### config.mk
export PLATFORM = sky130hd
export DESIGN_NAME = meter_register_bank_05_12
export DESIGN_NICKNAME = d
export VERILOG_FILES = /design/src/hw/meter_pkg.sv /design/src/hw/meter_register_bank_05_12.sv /design/src/hw/serial_port.sv /design/src/hw/zx_timeout.sv
export SDC_FILE = /design/constraint.sdc
export NUM_CORES = 1
export LEC_CHECK = 0
export ABC_AREA = 1
export BUFFER_PORTS_ARGS = -buffer_cell sky130_fd_sc_hd__buf_2
export CAP_MARGIN = 15
export CORE_AREA = 3 3 310 312
export DETAILED_ROUTE_END_ITERATION = 7
export DIE_AREA = 0 0 313 315
export GPL_ROUTABILITY_DRIVEN = 1
export SYNTH_ARGS = -nofsm -noshare
export SYNTH_HDL_FRONTEND = slang
export SYNTH_HIERARCHICAL = 1
export SYNTH_SLANG_ARGS = --single-unit
### constraint.sdc
create_clock -name clk -period 14.05 [get_ports clk]
set_clock_uncertainty 0.05 [all_clocks]
set_input_delay 2.81 -clock clk [delete_from_list [all_inputs] [get_ports clk]]
set_output_delay 2.81 -clock clk [all_outputs]
set_load 0.02 [all_outputs]
### src/hw/meter_pkg.sv
package meter_pkg;

	// Register addresses (command byte bits 5..0)
	localparam logic [5:0] ADDR_VA_ENERGY_RC = 6'h05;
	localparam logic [5:0] ADDR_LINE_VA      = 6'h06;
	localparam logic [5:0] ADDR_PERIOD       = 6'h07;
	localparam logic [5:0] ADDR_TEMP         = 6'h08;
	localparam logic [5:0] ADDR_WAVE         = 6'h09;
	localparam logic [5:0] ADDR_OPCFG        = 6'h0A;
	localparam logic [5:0] ADDR_MSEL         = 6'h0B;
	localparam logic [5:0] ADDR_WSEL         = 6'h0C;
	localparam logic [5:0] ADDR_AFS          = 6'h0D;
	localparam logic [5:0] ADDR_VAFS         = 6'h0E;
	localparam logic [5:0] ADDR_IEN          = 6'h0F;
	localparam logic [5:0] ADDR_FLAGS        = 6'h10;
	localparam logic [5:0] ADDR_FLAGS_RC     = 6'h11;
	localparam logic [5:0] ADDR_ZXTO         = 6'h12;
	localparam logic [5:0] ADDR_HCC          = 6'h13;

	// Command byte layout
	localparam int CMD_WRITE_BIT = 7;
	localparam int CMD_ADDR_LSB  = 0;
	localparam int CMD_ADDR_W    = 6;

	// Reset values
	localparam logic [7:0]  RST_OPCFG = 8'h04;
	localparam logic [7:0]  RST_MSEL  = 8'h70;
	localparam logic [7:0]  RST_WSEL  = 8'h00;
	localparam logic [7:0]  RST_AFS   = 8'h3F;
	localparam logic [7:0]  RST_VAFS  = 8'h3F;
	localparam logic [15:0] RST_IEN   = 16'h0000;
	localparam logic [15:0] RST_ZXTO  = 16'hFFFF;
	localparam logic [15:0] RST_HCC   = 16'hFFFF;

	// Field positions
	localparam int VAFS_LINE_LSB  = 0;
	localparam int VAFS_TOTAL_LSB = 3;
	localparam int MSEL_PHASE_LSB = 0;
	localparam int MSEL_ZXEN_LSB  = 4;
	localparam int WSEL_SRC_LSB   = 0;

	// Interrupt flag positions
	localparam int FLAG_ZX_TO_LSB = 0;
	localparam int FLAG_LINE_DONE = 3;
	localparam int FLAG_WAVE      = 4;
	localparam int FLAG_TEMP      = 5;

	// Transfer lengths in bytes
	localparam logic [1:0] LEN_24 = 2'd3;
	localparam logic [1:0] LEN_16 = 2'd2;
	localparam logic [1:0] LEN_8  = 2'd1;

	// Zero-crossing timeout scaling
	localparam longint ZX_TIMEOUT_MAX_MS = 2300;
	localparam longint CLK_PERIOD_NS     = 40;
	localparam longint ZX_TIMEOUT_STEPS  = 65535;
	localparam int     ZX_STEP_CYCLES    = int'((ZX_TIMEOUT_MAX_MS * 1000000)
		/ (CLK_PERIOD_NS * ZX_TIMEOUT_STEPS));

	typedef struct packed {
		logic [7:0] operating;
		logic [7:0] measure;
		logic [7:0] wave;
		logic [7:0] active;
		logic [7:0] apparent;
	} cfg_t;

	typedef struct packed {
		logic [2:0][23:0] va;
		logic             va_valid;
		logic [2:0]       zx;
		logic             period_tick;
		logic [7:0]       temp;
		logic             temp_valid;
		logic [5:0][23:0] wave;
		logic             wave_valid;
		logic [15:0]      ext_events;
	} dp_in_t;

	typedef struct packed {
		logic        drive;
		logic [1:0]  nbytes;
		logic [23:0] data;
	} tx_load_t;

endpackage

### src/hw/meter_register_bank_05_12.sv
//////////////////////////////////////////////////////////////////////////////
// Notes on behaviour
// RULE1 - Read at 05h returns 24-bit apparent energy, then clears accumulator.
// RULE2 - 06h holds apparent energy summed over programmed half line cycles.
// RULE3 - Low three bits of apparent formula pick phases for line energy.
// RULE4 - 07h gives 15-bit period; phase and zero-cross enables from 0Bh.
// RULE5 - 08h holds latest 8-bit temperature conversion result.
// RULE6 - 09h holds 24-bit waveform sample, source picked by 0Ch bits 2..0.
// RULE7 - 0Ah is 8-bit read/write operating config, reset 4.
// RULE8 - 0Bh is 8-bit measurement select, reset 70h.
// RULE9 - 0Ch is 8-bit waveform select, reset zero.
// RULE10 - 0Dh is 8-bit active formula select, reset 3Fh.
// RULE11 - 0Eh is 8-bit apparent formula select, reset 3Fh.
// RULE12 - 0Fh is 16-bit interrupt enable; only enabled events pull line low.
// RULE13 - 10h reads 16-bit interrupt flags without changing them.
// RULE14 - 11h reads the same flags, clearing all once read completes.
// RULE15 - 12h is 16-bit zero-cross timeout, reset FFFFh; expiry flags phase.
// RULE16 - Largest timeout setting equals 2.3 seconds.
// RULE17 - Command byte: bit 7 write, bit 6 zero, bits 5..0 address.
// RULE18 - 13h is 16-bit half-cycle count, reset FFFFh, sets line window.
// RULE19 - Status read releases interrupt from command end until data out.
// RULE20 - Writes to read-only registers are ignored.
//////////////////////////////////////////////////////////////////////////////
`timescale 1ns/100ps
module meter_register_bank_05_12 import meter_pkg::*; (
	input  wire logic   clk,
	input  wire logic   rst,
	input  wire logic   sclk,
	input  wire logic   cs_n,
	input  wire logic   din,
	output logic        dout,
	output logic        dout_oe,
	output logic        irq_n_o,
	output logic        irq_n_oe,
	input  wire dp_in_t dp,
	output cfg_t        cfg
);

	typedef enum logic [2:0] {
		X_IDLE  = 3'b001,
		X_READ  = 3'b010,
		X_WRITE = 3'b100
	} xfer_t;

	typedef struct packed {
		cfg_t        cfg;
		logic [15:0] ien;
		logic [15:0] zxto;
		logic [15:0] hcc;
		logic [15:0] flags;
		logic [23:0] va_acc;
		logic [23:0] line_acc;
		logic [23:0] line_va;
		logic [15:0] hc_cnt;
		logic [14:0] period;
		logic [14:0] period_cnt;
		logic [7:0]  temp;
		logic [23:0] wave;
		logic [9:0]  tick_cnt;
		logic        tick;
		xfer_t       xfer;
		logic [5:0]  addr;
		logic        irq_hold;
		logic        irq_oe;
		logic        irq_level;
		logic        tx_valid;
		tx_load_t    tx;
	} bank_t;

	localparam bank_t BANK_RESET = '{
		cfg: '{operating: RST_OPCFG, measure: RST_MSEL, wave: RST_WSEL,
			active: RST_AFS, apparent: RST_VAFS},
		ien: RST_IEN,
		zxto: RST_ZXTO,
		hcc: RST_HCC,
		xfer: X_IDLE,
		default: '0
	};

	bank_t s_reg;
	bank_t s_next;

	logic        cmd_valid;
	logic [7:0]  cmd_byte;
	logic        word_valid;
	logic [23:0] word_data;
	logic [2:0]  zx_expired;
	logic [1:0]  phase_sel;
	logic [2:0]  zx_en;
	logic        zx_sel;
	logic [2:0]  wave_src;
	logic [15:0] events;
	logic        line_done;
	logic        clear_flags;
	logic [23:0] total_add;
	logic [23:0] line_add;
	logic [23:0] line_sum;
	logic [5:0]  cmd_addr;

	//////////////////////////////////////////////////////////////////////////
	// Serial port and zero-crossing watchdogs

	serial_port u_serial (
		.clk        (clk),
		.rst        (rst),
		.sclk       (sclk),
		.cs_n       (cs_n),
		.din        (din),
		.load       (s_reg.tx),
		.load_valid (s_reg.tx_valid),
		.cmd_valid  (cmd_valid),
		.cmd_byte   (cmd_byte),
		.word_valid (word_valid),
		.word_data  (word_data),
		.dout       (dout),
		.dout_oe    (dout_oe)
	);

	// RULE15 per-phase timeout
	for (genvar i = 0; i < 3; i++) begin : g_zx
		zx_timeout #(.W(16)) u_zx (
			.clk     (clk),
			.rst     (rst),
			.zx      (dp.zx[i]),
			.enable  (zx_en[i]),
			.tick    (s_reg.tick),
			.timeout (s_reg.zxto),
			.expired (zx_expired[i])
		);
	end

	//////////////////////////////////////////////////////////////////////////
	// Helpers

	function automatic logic [23:0] phase_sum(
		input logic [2:0]       mask,
		input logic [2:0][23:0] va
	);
		logic [23:0] acc;
		acc = 24'h000000;
		for (int k = 0; k < 3; k++) begin
			if (mask[k]) begin
				acc = acc + va[k];
			end
		end
		return acc;
	endfunction

	function automatic logic [1:0] reg_len(input logic [5:0] a);
		case (a)
			ADDR_VA_ENERGY_RC, ADDR_LINE_VA, ADDR_WAVE: reg_len = LEN_24;
			ADDR_PERIOD, ADDR_IEN, ADDR_FLAGS, ADDR_FLAGS_RC,
			ADDR_ZXTO, ADDR_HCC: reg_len = LEN_16;
			default: reg_len = LEN_8;
		endcase
	endfunction

	function automatic logic [23:0] read_mux(
		input logic [5:0] a,
		input bank_t      b
	);
		case (a)
			ADDR_VA_ENERGY_RC: read_mux = b.va_acc;
			ADDR_LINE_VA:      read_mux = b.line_va;
			ADDR_PERIOD:       read_mux = {9'h000, b.period};
			ADDR_TEMP:         read_mux = {16'h0000, b.temp};
			ADDR_WAVE:         read_mux = b.wave;
			ADDR_OPCFG:        read_mux = {16'h0000, b.cfg.operating};
			ADDR_MSEL:         read_mux = {16'h0000, b.cfg.measure};
			ADDR_WSEL:         read_mux = {16'h0000, b.cfg.wave};
			ADDR_AFS:          read_mux = {16'h0000, b.cfg.active};
			ADDR_VAFS:         read_mux = {16'h0000, b.cfg.apparent};
			ADDR_IEN:          read_mux = {8'h00, b.ien};
			ADDR_FLAGS:        read_mux = {8'h00, b.flags};
			ADDR_FLAGS_RC:     read_mux = {8'h00, b.flags};
			ADDR_ZXTO:         read_mux = {8'h00, b.zxto};
			ADDR_HCC:          read_mux = {8'h00, b.hcc};
			default:           read_mux = 24'h000000;
		endcase
	endfunction

	//////////////////////////////////////////////////////////////////////////
	// Datapath selections

	// RULE4 period phase and zero-cross enables
	assign phase_sel = (s_reg.cfg.measure[MSEL_PHASE_LSB +: 2] == 2'd3) ?
		2'd0 : s_reg.cfg.measure[MSEL_PHASE_LSB +: 2];
	assign zx_en = s_reg.cfg.measure[MSEL_ZXEN_LSB +: 3];
	assign zx_sel = dp.zx[phase_sel] & zx_en[phase_sel];
	assign wave_src = s_reg.cfg.wave[WSEL_SRC_LSB +: 3];
	assign cmd_addr = cmd_byte[CMD_ADDR_LSB +: CMD_ADDR_W];

	// RULE3 line phase choice
	assign line_add = dp.va_valid ?
		phase_sum(s_reg.cfg.apparent[VAFS_LINE_LSB +: 3], dp.va) : 24'h000000;
	assign total_add = dp.va_valid ?
		phase_sum(s_reg.cfg.apparent[VAFS_TOTAL_LSB +: 3], dp.va) : 24'h000000;
	assign line_sum = s_reg.line_acc + line_add;

	// RULE18 window ends at programmed half-cycle count
	assign line_done = zx_sel &&
		((s_reg.hc_cnt + 16'd1 >= s_reg.hcc) || (s_reg.hcc == 16'h0000));

	always_comb begin
		events = dp.ext_events;
		events[FLAG_ZX_TO_LSB +: 3] = dp.ext_events[FLAG_ZX_TO_LSB +: 3]
			| zx_expired;
		events[FLAG_LINE_DONE] = dp.ext_events[FLAG_LINE_DONE] | line_done;
		events[FLAG_WAVE] = dp.ext_events[FLAG_WAVE]
			| (dp.wave_valid && wave_src < 3'd6);
		events[FLAG_TEMP] = dp.ext_events[FLAG_TEMP] | dp.temp_valid;
	end

	//////////////////////////////////////////////////////////////////////////
	// Next state

	always_comb begin
		s_next = s_reg;
		s_next.tx_valid = 1'b0;
		clear_flags = 1'b0;

		// RULE16 step so FFFFh steps span the longest timeout
		s_next.tick = 1'b0;
		if (s_reg.tick_cnt == 10'(ZX_STEP_CYCLES - 1)) begin
			s_next.tick_cnt = 10'h000;
			s_next.tick = 1'b1;
		end else begin
			s_next.tick_cnt = s_reg.tick_cnt + 10'h001;
		end

		s_next.va_acc = s_reg.va_acc + total_add;

		// RULE2 line-synchronised accumulation
		s_next.line_acc = line_sum;
		if (line_done) begin
			s_next.line_va = line_sum;
			s_next.line_acc = 24'h000000;
			s_next.hc_cnt = 16'h0000;
		end else if (zx_sel) begin
			s_next.hc_cnt = s_reg.hc_cnt + 16'h0001;
		end

		// RULE4 period measured between crossings
		if (dp.period_tick && s_reg.period_cnt != 15'h7FFF) begin
			s_next.period_cnt = s_reg.period_cnt + 15'h0001;
		end
		if (zx_sel) begin
			s_next.period = s_reg.period_cnt;
			s_next.period_cnt = 15'h0000;
		end

		// RULE5 temperature latch
		if (dp.temp_valid) begin
			s_next.temp = dp.temp;
		end

		// RULE6 waveform source select
		if (dp.wave_valid && wave_src < 3'd6) begin
			s_next.wave = dp.wave[wave_src];
		end

		if (cs_n) begin
			s_next.xfer = X_IDLE;
			s_next.irq_hold = 1'b0;
		end else if (cmd_valid) begin
			// RULE17 command decode
			s_next.addr = cmd_addr;
			s_next.tx_valid = 1'b1;
			s_next.tx.nbytes = reg_len(cmd_addr);
			if (cmd_byte[CMD_WRITE_BIT]) begin
				s_next.xfer = X_WRITE;
				s_next.tx.drive = 1'b0;
				s_next.tx.data = 24'h000000;
			end else begin
				s_next.xfer = X_READ;
				s_next.tx.drive = 1'b1;
				s_next.tx.data = read_mux(cmd_addr, s_reg);
				// RULE1 clear on read
				if (cmd_addr == ADDR_VA_ENERGY_RC) begin
					s_next.va_acc = total_add;
				end
				// RULE19 release during status read
				if (cmd_addr == ADDR_FLAGS || cmd_addr == ADDR_FLAGS_RC) begin
					s_next.irq_hold = 1'b1;
				end
			end
		end else if (word_valid) begin
			s_next.xfer = X_IDLE;
			s_next.irq_hold = 1'b0;
			if (s_reg.xfer == X_WRITE) begin
				// RULE20 read-only addresses fall to default
				case (s_reg.addr)
					// RULE7 operating config
					ADDR_OPCFG: s_next.cfg.operating = word_data[7:0];
					// RULE8 measurement select
					ADDR_MSEL:  s_next.cfg.measure = word_data[7:0];
					// RULE9 waveform select
					ADDR_WSEL:  s_next.cfg.wave = word_data[7:0];
					// RULE10 active formula
					ADDR_AFS:   s_next.cfg.active = word_data[7:0];
					// RULE11 apparent formula
					ADDR_VAFS:  s_next.cfg.apparent = word_data[7:0];
					// RULE12 interrupt enable
					ADDR_IEN:   s_next.ien = word_data[15:0];
					// RULE15 timeout setting
					ADDR_ZXTO:  s_next.zxto = word_data[15:0];
					// RULE18 half-cycle count
					ADDR_HCC:   s_next.hcc = word_data[15:0];
					default:    s_next.hcc = s_reg.hcc;
				endcase
			end else if (s_reg.xfer == X_READ) begin
				// RULE14 clear after read; RULE13 plain read keeps flags
				clear_flags = (s_reg.addr == ADDR_FLAGS_RC);
			end
		end

		// New events win over a clear in the same cycle
		s_next.flags = (clear_flags ? 16'h0000 : s_reg.flags) | events;

		// RULE12 enabled events drive the line
		s_next.irq_oe = (|(s_next.flags & s_next.ien)) & ~s_next.irq_hold;
		s_next.irq_level = 1'b0;
	end

	always_ff @(posedge clk or posedge rst) begin
		if (rst) begin
			s_reg <= BANK_RESET;
		end else begin
			s_reg <= s_next;
		end
	end

	assign irq_n_o = s_reg.irq_level;
	assign irq_n_oe = s_reg.irq_oe;
	assign cfg = s_reg.cfg;

endmodule

### src/hw/serial_port.sv
`timescale 1ns/100ps
module serial_port import meter_pkg::*; (
	input  wire logic        clk,
	input  wire logic        rst,
	input  wire logic        sclk,
	input  wire logic        cs_n,
	input  wire logic        din,
	input  wire tx_load_t    load,
	input  wire logic        load_valid,
	output logic             cmd_valid,
	output logic [7:0]       cmd_byte,
	output logic             word_valid,
	output logic [23:0]      word_data,
	output logic             dout,
	output logic             dout_oe
);

	typedef enum logic [2:0] {
		SP_CMD  = 3'b001,
		SP_DATA = 3'b010,
		SP_DONE = 3'b100
	} sp_state_t;

	typedef struct packed {
		sp_state_t   st;
		logic        sclk_prev;
		logic [4:0]  bit_cnt;
		logic [1:0]  nbytes;
		logic        skip;
		logic [7:0]  cmd;
		logic [23:0] rx;
		logic [23:0] tx;
		logic        dout;
		logic        dout_oe;
		logic        cmd_valid;
		logic        word_valid;
	} sp_t;

	// Serial clock idles high, so the edge detector starts high as well
	localparam sp_t SP_RESET = '{st: SP_CMD, nbytes: LEN_8, sclk_prev: 1'b1,
		default: '0};

	sp_t s_reg;
	sp_t s_next;
	logic fall;
	logic rise;
	logic [23:0] aligned;

	assign fall = s_reg.sclk_prev & ~sclk;
	assign rise = ~s_reg.sclk_prev & sclk;

	always_comb begin
		case (load.nbytes)
			LEN_8:   aligned = {load.data[7:0], 16'h0000};
			LEN_16:  aligned = {load.data[15:0], 8'h00};
			default: aligned = load.data;
		endcase
	end

	always_comb begin
		s_next = s_reg;
		s_next.sclk_prev = sclk;
		s_next.cmd_valid = 1'b0;
		s_next.word_valid = 1'b0;
		if (cs_n) begin
			s_next.st = SP_CMD;
			s_next.bit_cnt = 5'd0;
			s_next.dout_oe = 1'b0;
			s_next.skip = 1'b0;
		end else begin
			case (s_reg.st)
				SP_CMD: begin
					if (fall) begin
						s_next.rx = {s_reg.rx[22:0], din};
						s_next.bit_cnt = s_reg.bit_cnt + 5'd1;
						if (s_reg.bit_cnt == 5'd7) begin
							s_next.cmd = {s_reg.rx[6:0], din};
							s_next.cmd_valid = 1'b1;
							s_next.rx = 24'h000000;
							s_next.bit_cnt = 5'd0;
							s_next.st = SP_DATA;
						end
					end
				end
				SP_DATA: begin
					if (load_valid) begin
						s_next.nbytes = load.nbytes;
						s_next.dout = aligned[23];
						s_next.tx = {aligned[22:0], 1'b0};
						s_next.dout_oe = load.drive;
						s_next.skip = 1'b1;
					end else if (rise) begin
						// First rising edge belongs to the bit already shown
						if (s_reg.skip) begin
							s_next.skip = 1'b0;
						end else begin
							s_next.dout = s_reg.tx[23];
							s_next.tx = {s_reg.tx[22:0], 1'b0};
						end
					end
					if (fall) begin
						s_next.rx = {s_reg.rx[22:0], din};
						s_next.bit_cnt = s_reg.bit_cnt + 5'd1;
						// Last data bit is number 8 * nbytes - 1
						if (s_reg.bit_cnt ==
							{s_reg.nbytes - 2'd1, 3'b111}) begin
							s_next.word_valid = 1'b1;
							s_next.st = SP_DONE;
						end
					end
				end
				SP_DONE: begin
					s_next.st = SP_DONE;
				end
				default: begin
					s_next.st = SP_CMD;
				end
			endcase
		end
	end

	always_ff @(posedge clk or posedge rst) begin
		if (rst) begin
			s_reg <= SP_RESET;
		end else begin
			s_reg <= s_next;
		end
	end

	assign cmd_valid = s_reg.cmd_valid;
	assign cmd_byte = s_reg.cmd;
	assign word_valid = s_reg.word_valid;
	assign word_data = s_reg.rx;
	assign dout = s_reg.dout;
	assign dout_oe = s_reg.dout_oe;

endmodule

### src/hw/zx_timeout.sv
`timescale 1ns/100ps
module zx_timeout import meter_pkg::*; #(
	parameter int W = 16
) (
	input  wire logic         clk,
	input  wire logic         rst,
	input  wire logic         zx,
	input  wire logic         enable,
	input  wire logic         tick,
	input  wire logic [W-1:0] timeout,
	output logic              expired
);

	typedef struct packed {
		logic [W-1:0] cnt;
		logic         expired;
	} zt_t;

	zt_t s_reg;
	zt_t s_next;

	// Count down in steps; any crossing reloads the full timeout
	always_comb begin
		s_next = s_reg;
		s_next.expired = 1'b0;
		if (zx || !enable) begin
			s_next.cnt = timeout;
		end else if (tick) begin
			if (s_reg.cnt == '0) begin
				s_next.expired = 1'b1;
				s_next.cnt = timeout;
			end else begin
				s_next.cnt = s_reg.cnt - 1'b1;
			end
		end
	end

	always_ff @(posedge clk or posedge rst) begin
		if (rst) begin
			s_reg <= '{cnt: W'(RST_ZXTO), expired: 1'b0};
		end else begin
			s_reg <= s_next;
		end
	end

	assign expired = s_reg.expired;

endmodule

---- Word-level counts from Yosys, hierarchy flattened ----
Memory sizes are Yosys's and may differ from the RTL's.
Cells that the tools add are included.
storage, ports and cells
  word-level logic and storage cells ...... 269
  memories ................................ 1
  output and inout port bits .............. 44
  ROM bits ................................ 64
  bits of input ports ..................... 252
  register bits after elaboration ......... 419
memory list
  name              words  bits a word  read ports  clocked after memory_dff  wr ports  line                              text
  (name not given)  32     2            1           0                         0         meter_register_bank_05_12.sv:150  case (a)
cells by class
  equal/unequal tests ..................... 43
  add/sub/neg operators ................... 14
  mux-type cells .......................... 102
  magnitude comparators ................... 4
  reductions and logical operators ........ 45
  bitwise logic cells ..................... 15
operators by type and width
  operator                 number
  $mux W24                 14
  $pmux W24 S14            1
  $mux W16                 15
  $mux W48                 5
  $add A24 B24 Y24         6
  $eq A6 B4 Y1 const B     14
  $mux W25                 3
  $bmux W24 S3             1
  $logic_not A16 Y1        4
  $mux W28                 2
  $mux W17                 3
  $pmux W24 S2             1
  $sub A16 B1 Y16 const B  3
  $eq A6 B5 Y1 const B     7
  $reduce_and A5 Y1        7
  $mux W1                  33
  $pmux W16 S2             1
  $mux W15                 2
  $mux W3                  9
  $mux W5                  4
  $eq A6 B3 Y1 const B     3
  $reduce_bool A2 Y1       9
  $add A16 B1 Y16 const B  1
  $and A16 B16 Y16         1
  other kinds (39)         74

---- Logic depth before layout (Yosys ltp) ----
  word-level depth ........................ 11
  depth in mapped cells ................... 46
  gate-level depth less buffers ........... 44

---- Cells and area by module ----
The synthesis kept the hierarchy.
by module, submodules not included
  module                     seq. area each (µm²)  cells each  area an instance (µm²)  times used
  meter_register_bank_05_12  7668.6                3645        24733.7                 1
  zx_timeout                 445.4                 198         1368.8                  3
  serial_port                1780.5                422         3727.3                  1

---- Worst setup path after synthesis ----
No wires, ideal clock.
  path kind ............................... input port to flip-flop
  start ................................... in dp[175] in the netlist's numbering
  end ..................................... reg s_reg[152] (netlist name)
  path buffers ............................ 0
  setup slack ............................. 6.849 ns
  setup time .............................. 0.118 ns
  data arrival time ....................... 7.033 ns
  stages .................................. 39
  required time ........................... 13.882 ns
  cell sequence ........................... nand2_1 > inv_1 > ha_1 > inv_1 > fa_1 > inv_1 > nand3_1 > nand2_1 > nand2_1 > nand2_1 > a21oi_2 > o21ai_0 > nand2_1 > nand2_1 > nand2_1 > nand3_1 > nand2_1 > ha_1 > [3 not listed] > nand3_1 > xnor2_1 > nand2_1 > nand2_1 > o21bai_1 > inv_1 > ha_1 > nand2_1 > inv_1 > nand3_1 > nor3_1 > nand3_1 > nand4_1 > nand2_1 > inv_1 > nand4_1 > nand3_1 > nand2_1
RTL lines
  element      line                             text
  from (decl)  meter_register_bank_05_12.sv:35  input wire dp_in_t dp,

==> metrics.md <==
| Metric | Value |
|---|---|
| Final #Nets | roughly 5,200 |
| Status | complete, no violations |
| Clk sinks | between 400 and 500 |
| Fin cells | just over 6,000 |
| Internal | between 2 and 2.5 mW |
| Fmax | around 0.13 GHz |
| HP Class | reg2reg |
| Via-to-Cell Ratio | between 5 and 6 |
| Pre-CTS WS | approximately 6.0 ns |
| Hold-fix buffers, CTS | 0 |
| Syn nets | 5,047 |
| Worst setup path category | in2reg |
| Critical path data arrival time | ~8.0 ns |
| Slowest cell delay on critical path | between 0.4 and 0.5 ns |
| Comb pwr share | roughly 11% |
| Busiest grt layer | met2 |
| Placer Congestion | 0.989 |
| Core ar. | approximately 93,000 um2 |
| Commonest non-fill, non-tap cell in the layout | nand2_1 |
| Sw power | between 0.7 and 0.8 mW |
| Crit path max fanout | 5 |
| Final Cycle Share | about 54% |
| Total of max-cap violations | 0 |
| Critical Path RT | 14.50 ns |
| Routed length per placed instance | between 15 and 20 um |
| Placed cell count | 5,992 |
| Cts repair resizes | 0 |
| Die W | between 300 and 400 um |
| RSZ-0062 raised after global routing | no |
| Hold Slack | 0.426 ns |
| Synth Instances | 4,625 |
| DPL Wire Length | approximately 90,000 um |
| Met3 usage | 4.67% |
| Met2 usage | a little over a third |
| Setup crit start kind | primary input |
| Switching Fraction | ~28% |
| H-Tree Depth | 2 |
| Commonest cells after routing, fill and taps aside | nand2_1 (1,290), inv_1 (567), o21ai_0 (405) |
| Total gr overflow | 0 |
| Area grow syn2layout | 11.2% |
| CP endpoint kind | flop |
| Worst-skew pair later-pin latency | approximately 0.6 ns |
| Share of cells above drive strength 1 | 14.2% |
| Mapped Avg Cell Area | a little under 7 um2 |
| Row cnt | between 100 and 150 |
| Drt initial violations | 2,746 |
| Post-synth design cell area | around 32,000 um2 |
| Post-route antenna net violation count | 0 |
| Yosys warnings | 6 |
| PD cells | roughly 80 nW/um2 |
| Detailed-route wire length | about 110,000 um |
| Slew Viols, Final | 0 |
| Post-CTS Setup Repair Bufs | 0 |
| # IOs | roughly 300 |
| Leakage | between 15 and 20 nW |
| Met1 global-route usage | approximately 31% |
| Root Buffer | clkbuf_16 |
| Via Count | 31,400 |
| Sequential power share | between 40% and 50% |
| Worst setup margin | between 6 and 7 ns |
| Detailed-route DRC error count | 0 |
| Peak supply drop | between 0.08 and 0.09 mV |
| Period minus WS final | 7.58 ns |
| Pin count of the biggest net entering global routing | 113 |
| Num CTS Buffers | 47 |
| Final Hold Viols | 0 |
| Die Area | ~99,000 um2 |
| Overall Global Routing Usage | between 20% and 30% |
| Worst Max-Slew Pin Slew | approximately 1.2 ns |
| Initial core utilization | between 30% and 40% |
| Max reg flops | roughly 260 |
| Clk buf depth | 3 |
| Die Span Y | 315 um |
| TritonRoute pass-1 iters | 6 |
| Setup TNS | 0 ns |
| Slowest CP cell | fa_1 |
| Finish-stage setup viols | 0 |
| Most common cell on crit path | nand2_1 |
| Vias in the first global route | about 30,000 |
| Antenna violations before repair | 7 |
| Clock share of power | between 40% and 50% |
| CTS tree | yes |
| First-pass GRT wire length | roughly 170,000 um |
| Worst-path clk slew | 0.06 ns |
| IO buf count | between 200 and 300 |
| Rel. slew slack | ~23% |
-- layer usage --
layer	vias to the layer above	share of wire, %
met5	-	0.028
met4	4	3.3
met3	175	8.3
met2	1113	44
met1	14600	44
li1	15400	-
-- area by class of cell --
type	count	area [um2]
Antenna cell	5	12.5
Clock buffer	67	1340
Clock inverter	18	196
Fill cell	10000	57600
Inverter	591	2230
Multi-Input combinational cell	3415	18200
Sequential cell	417	10600
Tap cell	1254	1570
Timing Repair Buffer	316	1640
-- power groups by stage --
stage,Sequential (mW),Combinational (mW),Clock (mW)
final,1.28,0.320,1.25
after global routing,1.29,0.352,1.32
after CTS,1.28,0.320,1.28
after detailed placement,1.30,0.319,0
after global placement,1.30,0.316,0
after floorplan,1.29,0.204,0
-- final timing paths --
kind                                start                    to  slack, ns  cells after the start
worst max-delay path              dp[175]            s_reg[149]       6.47                     32
worst min-delay path            s_reg[78]             s_reg[78]       0.43                      2
worst max register to register     cfg[3]            s_reg[200]       7.62                     36
worst min register to register  s_reg[78]             s_reg[78]       0.43                      2
max in group asynchronous             rst             s_reg[99]      10.08                      3
min in group asynchronous             rst  g_zx[2].u_zx/expired       2.41                      2
-- per-stage QoR --
| step | utilization (%) | instance area (um2) | power [mW] |
|---|---|---|---|
| after global placement | 36.6 | 34200 | 1.62 |
| after CTS | 38.3 | 35700 | 2.88 |
| final | 38.3 | 35800 | 2.86 |
| after detailed placement | 36.6 | 34200 | 1.62 |
| after global routing | 38.3 | 35800 | 2.96 |
| after floorplan | - | 32200 | 1.49 |
-- critical path, delay by kind of cell --
| family | cells | cell delay (ns) |
|---|---|---|
| compound gates | 9 | 1.64 |
| xor+xnor | 2 | 0.37 |
| fa+ha+maj | 4 | 1.49 |
| buf+inv | 4 | 0.28 |
| simple gates | 13 | 1.41 |
Power figures use the tool's default switching activity.
